<file path="config.mk">
export PLATFORM = sky130hd
export DESIGN_NAME = phy_mac_port_led_strap
export DESIGN_NICKNAME = d
export VERILOG_FILES = /design/src/design/phy_port_pkg.sv /design/src/design/phy_mac_port_led_strap.sv
export SDC_FILE = /design/constraint.sdc
export NUM_CORES = 1
export LEC_CHECK = 0
export BUFFER_PORTS_ARGS = -buffer_cell sky130_fd_sc_hd__buf_4
export CAP_MARGIN = 30
export CORE_ASPECT_RATIO = 0.75
export CORE_MARGIN = 4
export CORE_UTILIZATION = 40
export DETAILED_ROUTE_END_ITERATION = 10
export GPL_TIMING_DRIVEN = 0
export PLACE_DENSITY_LB_ADDON = 0.08
export SLEW_MARGIN = 15
export SYNTH_ARGS = -nofsm -noshare
export SYNTH_HDL_FRONTEND = slang
export SYNTH_SLANG_ARGS = --single-unit
</file>
<file path="constraint.sdc">
create_clock -name i_clk_sys -period 2.4 [get_ports i_clk_sys]
set_clock_uncertainty 0.05 [all_clocks]
set_input_delay 0.12 -clock i_clk_sys [delete_from_list [all_inputs] [get_ports i_clk_sys]]
set_output_delay 0.12 -clock i_clk_sys [all_outputs]
set_load 0.1 [all_outputs]
</file>
<file path="src/design/phy_port_pkg.sv">
// Package with constants, types and pin groups for the MAC port, indicator and strap block
package phy_port_pkg;
    // =========================================================
    // Register map
    localparam logic [4:0]  REG_CONTROL        = 5'h00;
    localparam logic [4:0]  REG_PORT_STATUS    = 5'h1B;
    localparam logic [4:0]  REG_INDICATOR_CTRL = 5'h1E;
    localparam int          SPEED_BIT          = 13;
    localparam int          IND_MODE_LSB       = 14;
    localparam logic        SPEED_RST          = 1'h1;
    localparam logic [1:0]  IND_MODE_RST       = 2'h0;
    localparam logic [1:0]  IND_SPEED          = 2'h0;
    localparam logic [1:0]  IND_ACTIVITY       = 2'h1;
    // =========================================================
    // Interface modes and framing
    localparam logic [2:0]  MODE_MII           = 3'h0;
    localparam logic [2:0]  MODE_RMII          = 3'h1;
    localparam logic [2:0]  MODE_SMII          = 3'h2;
    localparam logic [3:0]  MII_UNITS          = 4'h2;
    localparam logic [3:0]  RMII_UNITS         = 4'h4;
    localparam logic [3:0]  SEG_BITS           = 4'hA;
    localparam logic [3:0]  SMII_REPEAT        = 4'hA;
    // =========================================================
    // Timing
    localparam int          CLK_PERIOD_NS      = 10;
    localparam int          BLINK_HALF_NS      = 50000000;
    localparam int          BLINK_CYCLES       = BLINK_HALF_NS / CLK_PERIOD_NS;
    localparam logic [1:0]  SETTLE_CYCLES      = 2'h3;
    // =========================================================
    // Types
    typedef enum logic [2:0] {
        ST_SETTLE = 3'b001,
        ST_LATCH  = 3'b010,
        ST_RUN    = 3'b100
    } strap_state_e;
    typedef struct packed {
        logic       crs_dv;
        logic       rx_dv;
        logic [3:0] rxd;
    } mac_rx_s;
    typedef struct packed {
        logic       en;
        logic       er;
        logic [3:0] txd;
        logic       sync;
    } mac_tx_s;
endpackage
</file>
<file path="src/design/phy_mac_port_led_strap.sv">
// MAC data port in MII, RMII and SMII framing with indicator pin and reset straps
//
// Design decisions made here: the strobed register port and the register offsets.
`timescale 1ns/100ps
module phy_mac_port_led_strap #(
    parameter int unsigned BLINK_CYCLES = phy_port_pkg::BLINK_CYCLES
) (
    // Clock and reset
    input  wire logic                  i_clk_sys,
    input  wire logic                  i_nrst,
    // Register port
    input  wire logic [4:0]            i_addr,
    input  wire logic [15:0]           i_wdata,
    input  wire logic                  i_wr,
    input  wire logic                  i_rd,
    output logic      [15:0]           o_rdata,
    // MAC link pins
    input  wire logic                  i_link_clk,
    input  wire phy_port_pkg::mac_tx_s i_mac_tx,
    output phy_port_pkg::mac_rx_s      o_mac_rx,
    // Core receive stream
    input  wire logic [7:0]            i_rx_data,
    input  wire logic                  i_rx_valid,
    output logic                       o_rx_ready,
    // Core transmit stream
    output logic      [7:0]            o_tx_data,
    output logic                       o_tx_valid,
    output logic                       o_tx_err,
    // Strap and indicator pins
    input  wire logic [2:0]            i_mode_strap,
    input  wire logic                  i_fiber_pin,
    input  wire logic                  i_led_in,
    output logic                       o_second_indicator_out,
    output logic                       o_second_indicator_oe,
    input  wire logic                  i_activity,
    // Latched configuration, speed writable by register, and live fiber signal detect
    output logic                       o_fiber_mode,
    output logic                       o_speed_100,
    output logic                       o_far_end_fault_off,
    output logic                       o_fiber_signal_detect
);
    // =========================================================
    // Helpers
    // Link clock edges per byte for each framing
    function automatic logic [3:0] units_per_byte(input logic [2:0] m);
        if (m == phy_port_pkg::MODE_RMII) begin
            return phy_port_pkg::RMII_UNITS;
        end else if (m == phy_port_pkg::MODE_SMII) begin
            return phy_port_pkg::SEG_BITS;
        end
        return phy_port_pkg::MII_UNITS;
    endfunction
    // =========================================================
    // Pin synchronisers
    logic                  lclk_s1, lclk_s2, lclk_prev;
    phy_port_pkg::mac_tx_s tx_s1, tx_s2;
    logic [2:0]            mode_s1, mode_s2;
    logic                  fib_s1, fib_s2;
    logic                  led_s1, led_s2;
    logic                  edge_hit;
    // Every pin but i_activity crosses two flops; the link clock is only sampled, never used as a clock
    always_ff @(posedge i_clk_sys or negedge i_nrst) begin
        if (!i_nrst) begin
            {lclk_s1, lclk_s2, lclk_prev, fib_s1, fib_s2, led_s1, led_s2} <= 7'h00;
            {mode_s1, mode_s2, tx_s1, tx_s2} <= 20'h00000;
        end else begin
            {lclk_s1, fib_s1, led_s1, mode_s1, tx_s1} <=
                {i_link_clk, i_fiber_pin, i_led_in, i_mode_strap, i_mac_tx};
            {lclk_s2, fib_s2, led_s2, mode_s2, tx_s2} <=
                {lclk_s1, fib_s1, led_s1, mode_s1, tx_s1};
            lclk_prev <= lclk_s2;
        end
    end
    // Rising edge of the sampled link clock
    assign edge_hit = lclk_s2 & ~lclk_prev;
    // =========================================================
    // Strap latch and registers
    phy_port_pkg::strap_state_e st_reg, st_next;
    logic [1:0]  cnt_reg, cnt_next;
    logic [2:0]  mode_reg, mode_next;
    logic        fiber_reg, fiber_next;
    logic        fef_reg, fef_next;
    logic        speed_reg, speed_next;
    logic [1:0]  ind_reg, ind_next;
    logic [15:0] rdata_reg, rdata_next;
    logic        run, spd100;
    assign run    = (st_reg == phy_port_pkg::ST_RUN);
    assign spd100 = fiber_reg | speed_reg; // Fiber runs at 100 Mb/s only
    // Settle the synchronisers after release, latch straps once, then serve the bus
    always_comb begin
        st_next    = st_reg;
        cnt_next   = cnt_reg;
        mode_next  = mode_reg;
        fiber_next = fiber_reg;
        fef_next   = fef_reg;
        speed_next = speed_reg;
        ind_next   = ind_reg;
        rdata_next = 16'h0000;
        case (st_reg)
            phy_port_pkg::ST_SETTLE: begin
                if (cnt_reg == phy_port_pkg::SETTLE_CYCLES - 2'h1) begin
                    st_next = phy_port_pkg::ST_LATCH;
                end else begin
                    cnt_next = cnt_reg + 2'h1;
                end
            end
            phy_port_pkg::ST_LATCH: begin
                mode_next  = mode_s2;
                fiber_next = fib_s2;
                if (fib_s2) begin
                    fef_next = led_s2;
                end else begin
                    speed_next = led_s2;
                end
                st_next = phy_port_pkg::ST_RUN;
            end
            phy_port_pkg::ST_RUN: begin
                if (i_wr) begin
                    if (i_addr == phy_port_pkg::REG_CONTROL) begin
                        speed_next = i_wdata[phy_port_pkg::SPEED_BIT];
                    end else if (i_addr == phy_port_pkg::REG_INDICATOR_CTRL) begin
                        ind_next = i_wdata[phy_port_pkg::IND_MODE_LSB +: 2];
                    end
                end
            end
            default: begin
                st_next = phy_port_pkg::ST_SETTLE;
            end
        endcase
        // Read data is presented only in the cycle after the strobe
        if (i_rd) begin
            if (i_addr == phy_port_pkg::REG_CONTROL) begin
                rdata_next[phy_port_pkg::SPEED_BIT] = spd100;
            end else if (i_addr == phy_port_pkg::REG_INDICATOR_CTRL) begin
                rdata_next[phy_port_pkg::IND_MODE_LSB +: 2] = ind_reg;
            end else if (i_addr == phy_port_pkg::REG_PORT_STATUS) begin
                rdata_next[2:0] = mode_reg;
                rdata_next[3]   = fiber_reg;
                rdata_next[4]   = fef_reg;
                rdata_next[5]   = fiber_reg & fib_s2;
                rdata_next[6]   = run;
            end
        end
    end
    // Registers of the strap and bus group
    always_ff @(posedge i_clk_sys or negedge i_nrst) begin
        if (!i_nrst) begin
            st_reg <= phy_port_pkg::ST_SETTLE;
            {cnt_reg, mode_reg, fiber_reg, fef_reg, speed_reg, ind_reg, rdata_reg} <=
                {2'h0, phy_port_pkg::MODE_MII, 2'h0, phy_port_pkg::SPEED_RST,
                 phy_port_pkg::IND_MODE_RST, 16'h0000};
        end else begin
            st_reg <= st_next;
            {cnt_reg, mode_reg, fiber_reg, fef_reg, speed_reg, ind_reg, rdata_reg} <=
                {cnt_next, mode_next, fiber_next, fef_next, speed_next, ind_next, rdata_next};
        end
    end
    // =========================================================
    // Indicator pin
    logic [31:0] blink_reg, blink_next;
    logic        tog_reg, tog_next;
    logic        led_reg, led_next;
    // Blink only while activity lasts; idle returns the pin to high (off)
    always_comb begin
        blink_next = 32'h0;
        tog_next   = 1'h1;
        if (i_activity) begin
            tog_next = tog_reg;
            if (blink_reg == BLINK_CYCLES - 1) begin
                tog_next = ~tog_reg;
            end else begin
                blink_next = blink_reg + 32'h1;
            end
        end
        case (ind_reg)
            phy_port_pkg::IND_SPEED:    led_next = ~spd100;
            phy_port_pkg::IND_ACTIVITY: led_next = tog_reg;
            default:                    led_next = 1'h1;
        endcase
    end
    // Registers of the indicator group; the pin idles high (off)
    always_ff @(posedge i_clk_sys or negedge i_nrst) begin
        if (!i_nrst) begin
            {blink_reg, tog_reg, led_reg} <= 34'h000000003;
        end else begin
            {blink_reg, tog_reg, led_reg} <= {blink_next, tog_next, led_next};
        end
    end
    // =========================================================
    // Receive framing toward the MAC
    logic [3:0]            rph_reg, rph_next;
    logic [3:0]            rrep_reg, rrep_next;
    logic [7:0]            rbyte_reg, rbyte_next;
    logic                  rdv_reg, rdv_next;
    phy_port_pkg::mac_rx_s pins_reg, pins_next;
    logic                  take;
    // A byte is taken at the first unit of each byte slot on a link edge
    always_comb begin
        logic [3:0] last, p;
        logic [7:0] sh;
        logic [9:0] seg;
        last       = 4'h0;
        p          = 4'h0;
        sh         = 8'h00;
        seg        = 10'h000;
        rph_next   = rph_reg;
        rrep_next  = rrep_reg;
        rbyte_next = rbyte_reg;
        rdv_next   = rdv_reg;
        pins_next  = pins_reg;
        take       = 1'h0;
        if (run && edge_hit) begin
            last = units_per_byte(mode_reg) - 4'h1;
            p    = rph_reg;
            if (mode_reg == phy_port_pkg::MODE_SMII && tx_s2.sync) begin
                p = 4'h0;                                 // Segment start set by MAC sync
            end
            rph_next = (p == last) ? 4'h0 : p + 4'h1;
            if (p == 4'h0) begin
                if (mode_reg == phy_port_pkg::MODE_SMII) begin
                    rrep_next = (spd100 || rrep_reg == phy_port_pkg::SMII_REPEAT - 4'h1)
                              ? 4'h0 : rrep_reg + 4'h1;
                end
                if (mode_reg == phy_port_pkg::MODE_SMII && !spd100 && rrep_reg != 4'h0) begin
                    rbyte_next = rbyte_reg;
                end else if (i_rx_valid) begin
                    take       = 1'h1;
                    rbyte_next = i_rx_data;
                    rdv_next   = 1'h1;
                end else begin
                    rdv_next   = 1'h0;
                end
            end
            sh  = rbyte_next >> {p[2:0], 1'b0};
            seg = {rdv_next ? rbyte_next : 8'h00, rdv_next, rdv_next}; // Idle data bits low
            pins_next.crs_dv = rdv_next;
            pins_next.rx_dv  = rdv_next;
            if (mode_reg == phy_port_pkg::MODE_RMII) begin
                pins_next.rxd = rdv_next ? {2'b00, sh[1:0]} : 4'h0;
            end else if (mode_reg == phy_port_pkg::MODE_SMII) begin
                pins_next.rxd = {3'b000, seg[p]};
            end else begin
                pins_next.rxd = !rdv_next ? 4'h0
                              : (p == 4'h0) ? rbyte_next[3:0] : rbyte_next[7:4];
            end
        end else if (!run) begin
            pins_next = '0;
        end
    end
    // Registers of the receive group
    always_ff @(posedge i_clk_sys or negedge i_nrst) begin
        if (!i_nrst) begin
            {rph_reg, rrep_reg, rbyte_reg, rdv_reg, pins_reg} <= 23'h000000;
        end else begin
            {rph_reg, rrep_reg, rbyte_reg, rdv_reg, pins_reg} <=
                {rph_next, rrep_next, rbyte_next, rdv_next, pins_next};
        end
    end
    // =========================================================
    // Transmit framing from the MAC
    logic [3:0] tph_reg, tph_next;
    logic [3:0] trep_reg, trep_next;
    logic [9:0] acc_reg, acc_next;
    logic [7:0] tdata_reg, tdata_next;
    logic       tval_reg, tval_next;
    logic       terr_reg, terr_next;
    // Bits shift in LSB first so the byte always lands in acc[9:2]
    always_comb begin
        logic [3:0] last, p;
        last       = 4'h0;
        p          = 4'h0;
        tph_next   = tph_reg;
        trep_next  = trep_reg;
        acc_next   = acc_reg;
        tdata_next = tdata_reg;
        tval_next  = 1'h0;
        terr_next  = terr_reg;
        if (run && edge_hit) begin
            last = units_per_byte(mode_reg) - 4'h1;
            if (mode_reg == phy_port_pkg::MODE_SMII) begin
                p        = tx_s2.sync ? 4'h0 : tph_reg;
                acc_next = {tx_s2.txd[0], acc_reg[9:1]};
                tph_next = (p == last) ? 4'h0 : p + 4'h1;
                if (p == last) begin
                    trep_next = (spd100 || trep_reg == phy_port_pkg::SMII_REPEAT - 4'h1)
                              ? 4'h0 : trep_reg + 4'h1;
                    if (acc_next[1] && (spd100 || trep_reg == 4'h0)) begin
                        tval_next  = 1'h1;
                        tdata_next = acc_next[9:2];
                        terr_next  = acc_next[0];
                    end
                end
            end else if (!tx_s2.en) begin
                tph_next = 4'h0;
            end else begin
                if (mode_reg == phy_port_pkg::MODE_RMII) begin
                    acc_next = {tx_s2.txd[1:0], acc_reg[9:2]};
                end else begin
                    acc_next = {tx_s2.txd, acc_reg[9:4]};
                end
                tph_next = (tph_reg == last) ? 4'h0 : tph_reg + 4'h1;
                if (tph_reg == last) begin
                    tval_next  = 1'h1;
                    tdata_next = acc_next[9:2];
                    terr_next  = tx_s2.er;
                end
            end
        end
    end
    // Registers of the transmit group
    always_ff @(posedge i_clk_sys or negedge i_nrst) begin
        if (!i_nrst) begin
            {tph_reg, trep_reg, acc_reg, tdata_reg, tval_reg, terr_reg} <= 28'h0000000;
        end else begin
            {tph_reg, trep_reg, acc_reg, tdata_reg, tval_reg, terr_reg} <=
                {tph_next, trep_next, acc_next, tdata_next, tval_next, terr_next};
        end
    end
    // =========================================================
    // Outputs
    // Pin stays released until straps are latched so the pull sets its level
    assign o_second_indicator_oe  = run;
    assign o_second_indicator_out = led_reg;
    assign o_rdata                = rdata_reg;
    assign o_mac_rx               = pins_reg;
    assign o_rx_ready             = take;
    assign o_tx_data              = tdata_reg;
    assign o_tx_valid             = tval_reg;
    assign o_tx_err               = terr_reg;
    assign o_fiber_mode           = fiber_reg;
    assign o_speed_100            = spd100;
    assign o_far_end_fault_off    = fef_reg;
    assign o_fiber_signal_detect  = fiber_reg & fib_s2;
endmodule // phy_mac_port_led_strap

</file>
==> flow_summary.toml <==
[timing]
rsz0062_at_grt = "true"
fin_crit_sh_pct = 99.2
hold_viol_final = 0
worstMarginPinSlew_ns = 0.890
period_needed_ns = 2.38
slew-limit-headroom_pct = 40.5
setup_violations = 0
drv_slew = 0
max_freq_mhz = 420
finalSetupTns_ns = 0

[critical_path]
max_stage_delay_ns = 0.46
crit_arrival_ns = 2.64
path_cells = "or3b_4 > o31ai_4 > buf_6 > nor2_4 > mux2_4 > a31oi_4 > o2111ai_2 > a32oi_2"
cp-end-kind = "flip-flop"
crit_slowest_cell = "dfrtp_2"
cp.required_ns = 2.66
crit_fanout = 6
critPathLaunchType = "flip-flop"
path_class = "flip-flop to flip-flop"

[die]
io_pins = 87
core_area_um2 = 14700
die_area_um2 = 17400
initial_core_util_pct = 41.7
die_h_um = 115
num_rows = 38
die_w_um = 151

[finish]
postLayoutCoreUtil_pct = 55.9
nets = 812
layout_common_cells = "dfrtp_1 (124), buf_4 (93), nand2_1 (82)"
fin_cells = 965
syn2layout_area_growth_pct = 33.9
design_area_um2 = 8240
final_common_cell = "dfrtp_1"
layout-drive-gt1-share_pct = 25.5
largest_reg_flops = 32
num_antenna_cells = 0

[synthesis]
synth_area_leaders = "dfrtp_1 (52%), nand2_1 (5.1%), o21ai_0 (3.7%)"
synth-seq-cells = 133
synth_edf_count = 0
synthArstFlopShare_pct = 100
yosys.area.top_type_share_pct = 52.5
synthCells = 613
yosysWarnings = 0
netlist.top_cell.by_area = "dfrtp_1"
netlist_area_um2 = 6150
syn_area_per_cell_um2 = 10.0
seq_area_frac_synth_pct = 54.2
synth_cell_type_count = 60
ys.flop_type = "dfrtp_1"

[global_route]
grt_pass1_wl_mm = 24.3
grt_usage_pct = 17.6
antenna_found_initial = 0
grt_pass1_vias = 4913
grt.overflow.total = 0
grt_max_degree = 79

[power_and_ir_drop]
combPwrFrac_pct = 31.6
p_clk_share_pct = 33.1
vdd_drop_max_v = 0.000589
p_int_mw = 4.91
power_mw = 7.87
switching_share_pct = 37.6
p_seq_share_pct = 35.4
switchingPower_mw = 2.96
cellLeakagePower_nw = 3.67
p_per_area_nw_per_um2 = 956

[clock_network]
cts.sinks = 133
root_buffer = "clkbuf_16"
insertion_delay_ns = 0.41
numCtsBuffers = 17
cts_tree = "built"
cts_buffer_depth = 2
htree_levels = 4
clk_pin_slew_ns = 0.06

[detailed_routing]
wire_per_inst_um = 15.0
drtAntennaViolNets = 0
firstDrtPassIters = 5
avgViaCountPerCell = 5.07
drt_iter0_drc = 319
vias = 4897
wirelength_mm = 14.5
drc_errors = 0

[outcome]
outcome = "completed"

[placed_design]
dp.cells = 886
postPlaceCellArea_um2 = 7070
post-dp-hpwl_mm = 9.98
portBuffers = 67
gp_congestion = 0.886

[job]
cap_violations = 0

[worst_hold_path]
worstHoldPathType = "input pin to flip-flop"
## cells by family (layout without fill, tap and decap cells)
logic type,after synthesis,in the layout,share of synthesized area (%)
AND/OR/NAND/NOR,248,248,19.6
flip-flops,133,133,54.2
AO/OA/AOI/OAI,108,108,10.4
buffers and inverters,50,197,3.62
XOR/XNOR,33,33,4.70
multiplexers,28,28,4.98
adder cells (fa/ha/maj),12,12,2.44
other,1,6,0.0610
## cells in the mapped netlist, types with 3 or more instances
cell	instances
nor2_1	55
nor4_1	5
nand3_1	25
nor3b_1	9
mux2_2	17
ha_1	12
nor3_1	16
and3_1	9
buf_4	7
dfstp_2	4
dfrtp_1	129
nand4_1	8
a32oi_1	3
inv_1	24
o22ai_1	5
nand2_1	84
nor2b_1	7
xor2_1	17
mux2i_1	10
and2_1	11
xnor2_1	16
a31oi_1	3
a21oi_1	32
a21o_1	3
clkbuf_1	15
o21ai_0	46
## critical path: cells and delay by family (launching register included)
family,cells,cell delay (ns)
buffers and inverters,1,0.17
AND/OR/NAND/NOR,2,0.52
flip-flops,1,0.46
AO/OA/AOI/OAI,4,0.75
multiplexers,1,0.33
## per-stage QoR
step                worst slack [ns]  hold slack (ns)
floorplan                    -0.0718           -0.226
global placement              -0.325            0.180
detailed placement            -0.338           0.0254
CTS                           -0.112         0.000682
global route                  -0.107           0.0197
finish                        0.0190           0.0189
## final cells by class
type / count / area [um^2]
Fill cell: 1293 / 6500
Sequential cell: 133 / 3340
Multi-Input combinational cell: 435 / 2820
Timing Repair Buffer: 117 / 985
Clock buffer: 18 / 429
Tap cell: 200 / 250
Clock inverter: 14 / 165
Buffer: 23 / 130
Inverter: 25 / 110
## repair_timing
action	in CTS	in global routing
hold buffers	27	0
gates resized for setup	17	25
endpoints found under the setup margin	32	60
setup buffers	15	7
endpoints found under the hold margin	83	0
pin swaps	14	9
## metal layers
layer | track usage [%] | wire length [um] | vias up
li1 | - | - | 2388
met1 | 25.0 | 7030 | 2371
met2 | 26.6 | 6480 | 131
met3 | 5.20 | 891 | 7
met4 | 4.77 | 102 | 0
met5 | 0 | 0 | -
## power by group through the flow
stage	clock (mW)	combinational [mW]	sequential, mW
final	2.60	2.48	2.78
after floorplan	0	1.03	3.49
after global placement	0	2.26	2.80
after CTS	2.67	2.40	2.78
after global routing	2.77	2.66	2.82
after detailed placement	0	2.29	2.81
## final timing paths
kind                       slack (ns)               startpoint                               end  cells after the start
setup / recovery                 0.02  mode_reg[0]$_DFFE_PN0N_           o_mac_rx[0]$_DFFE_PN0P_                      8
hold / removal                   0.02                i_addr[0]             o_rdata[14]$_DFF_PN0_                      3
setup reg to reg                 0.02  mode_reg[0]$_DFFE_PN0N_           o_mac_rx[0]$_DFFE_PN0P_                      8
hold reg to reg                  0.30     mode_s1[2]$_DFF_PN0_              mode_s2[2]$_DFF_PN0_                      0
max in group asynchronous        1.39                   i_nrst  o_second_indicator_out$_DFF_PN1_                      3
min in group asynchronous        0.17                   i_nrst          rbyte_reg[2]$_DFFE_PN0P_                      2
No activity file was read; power rests on OpenSTA's default activity.
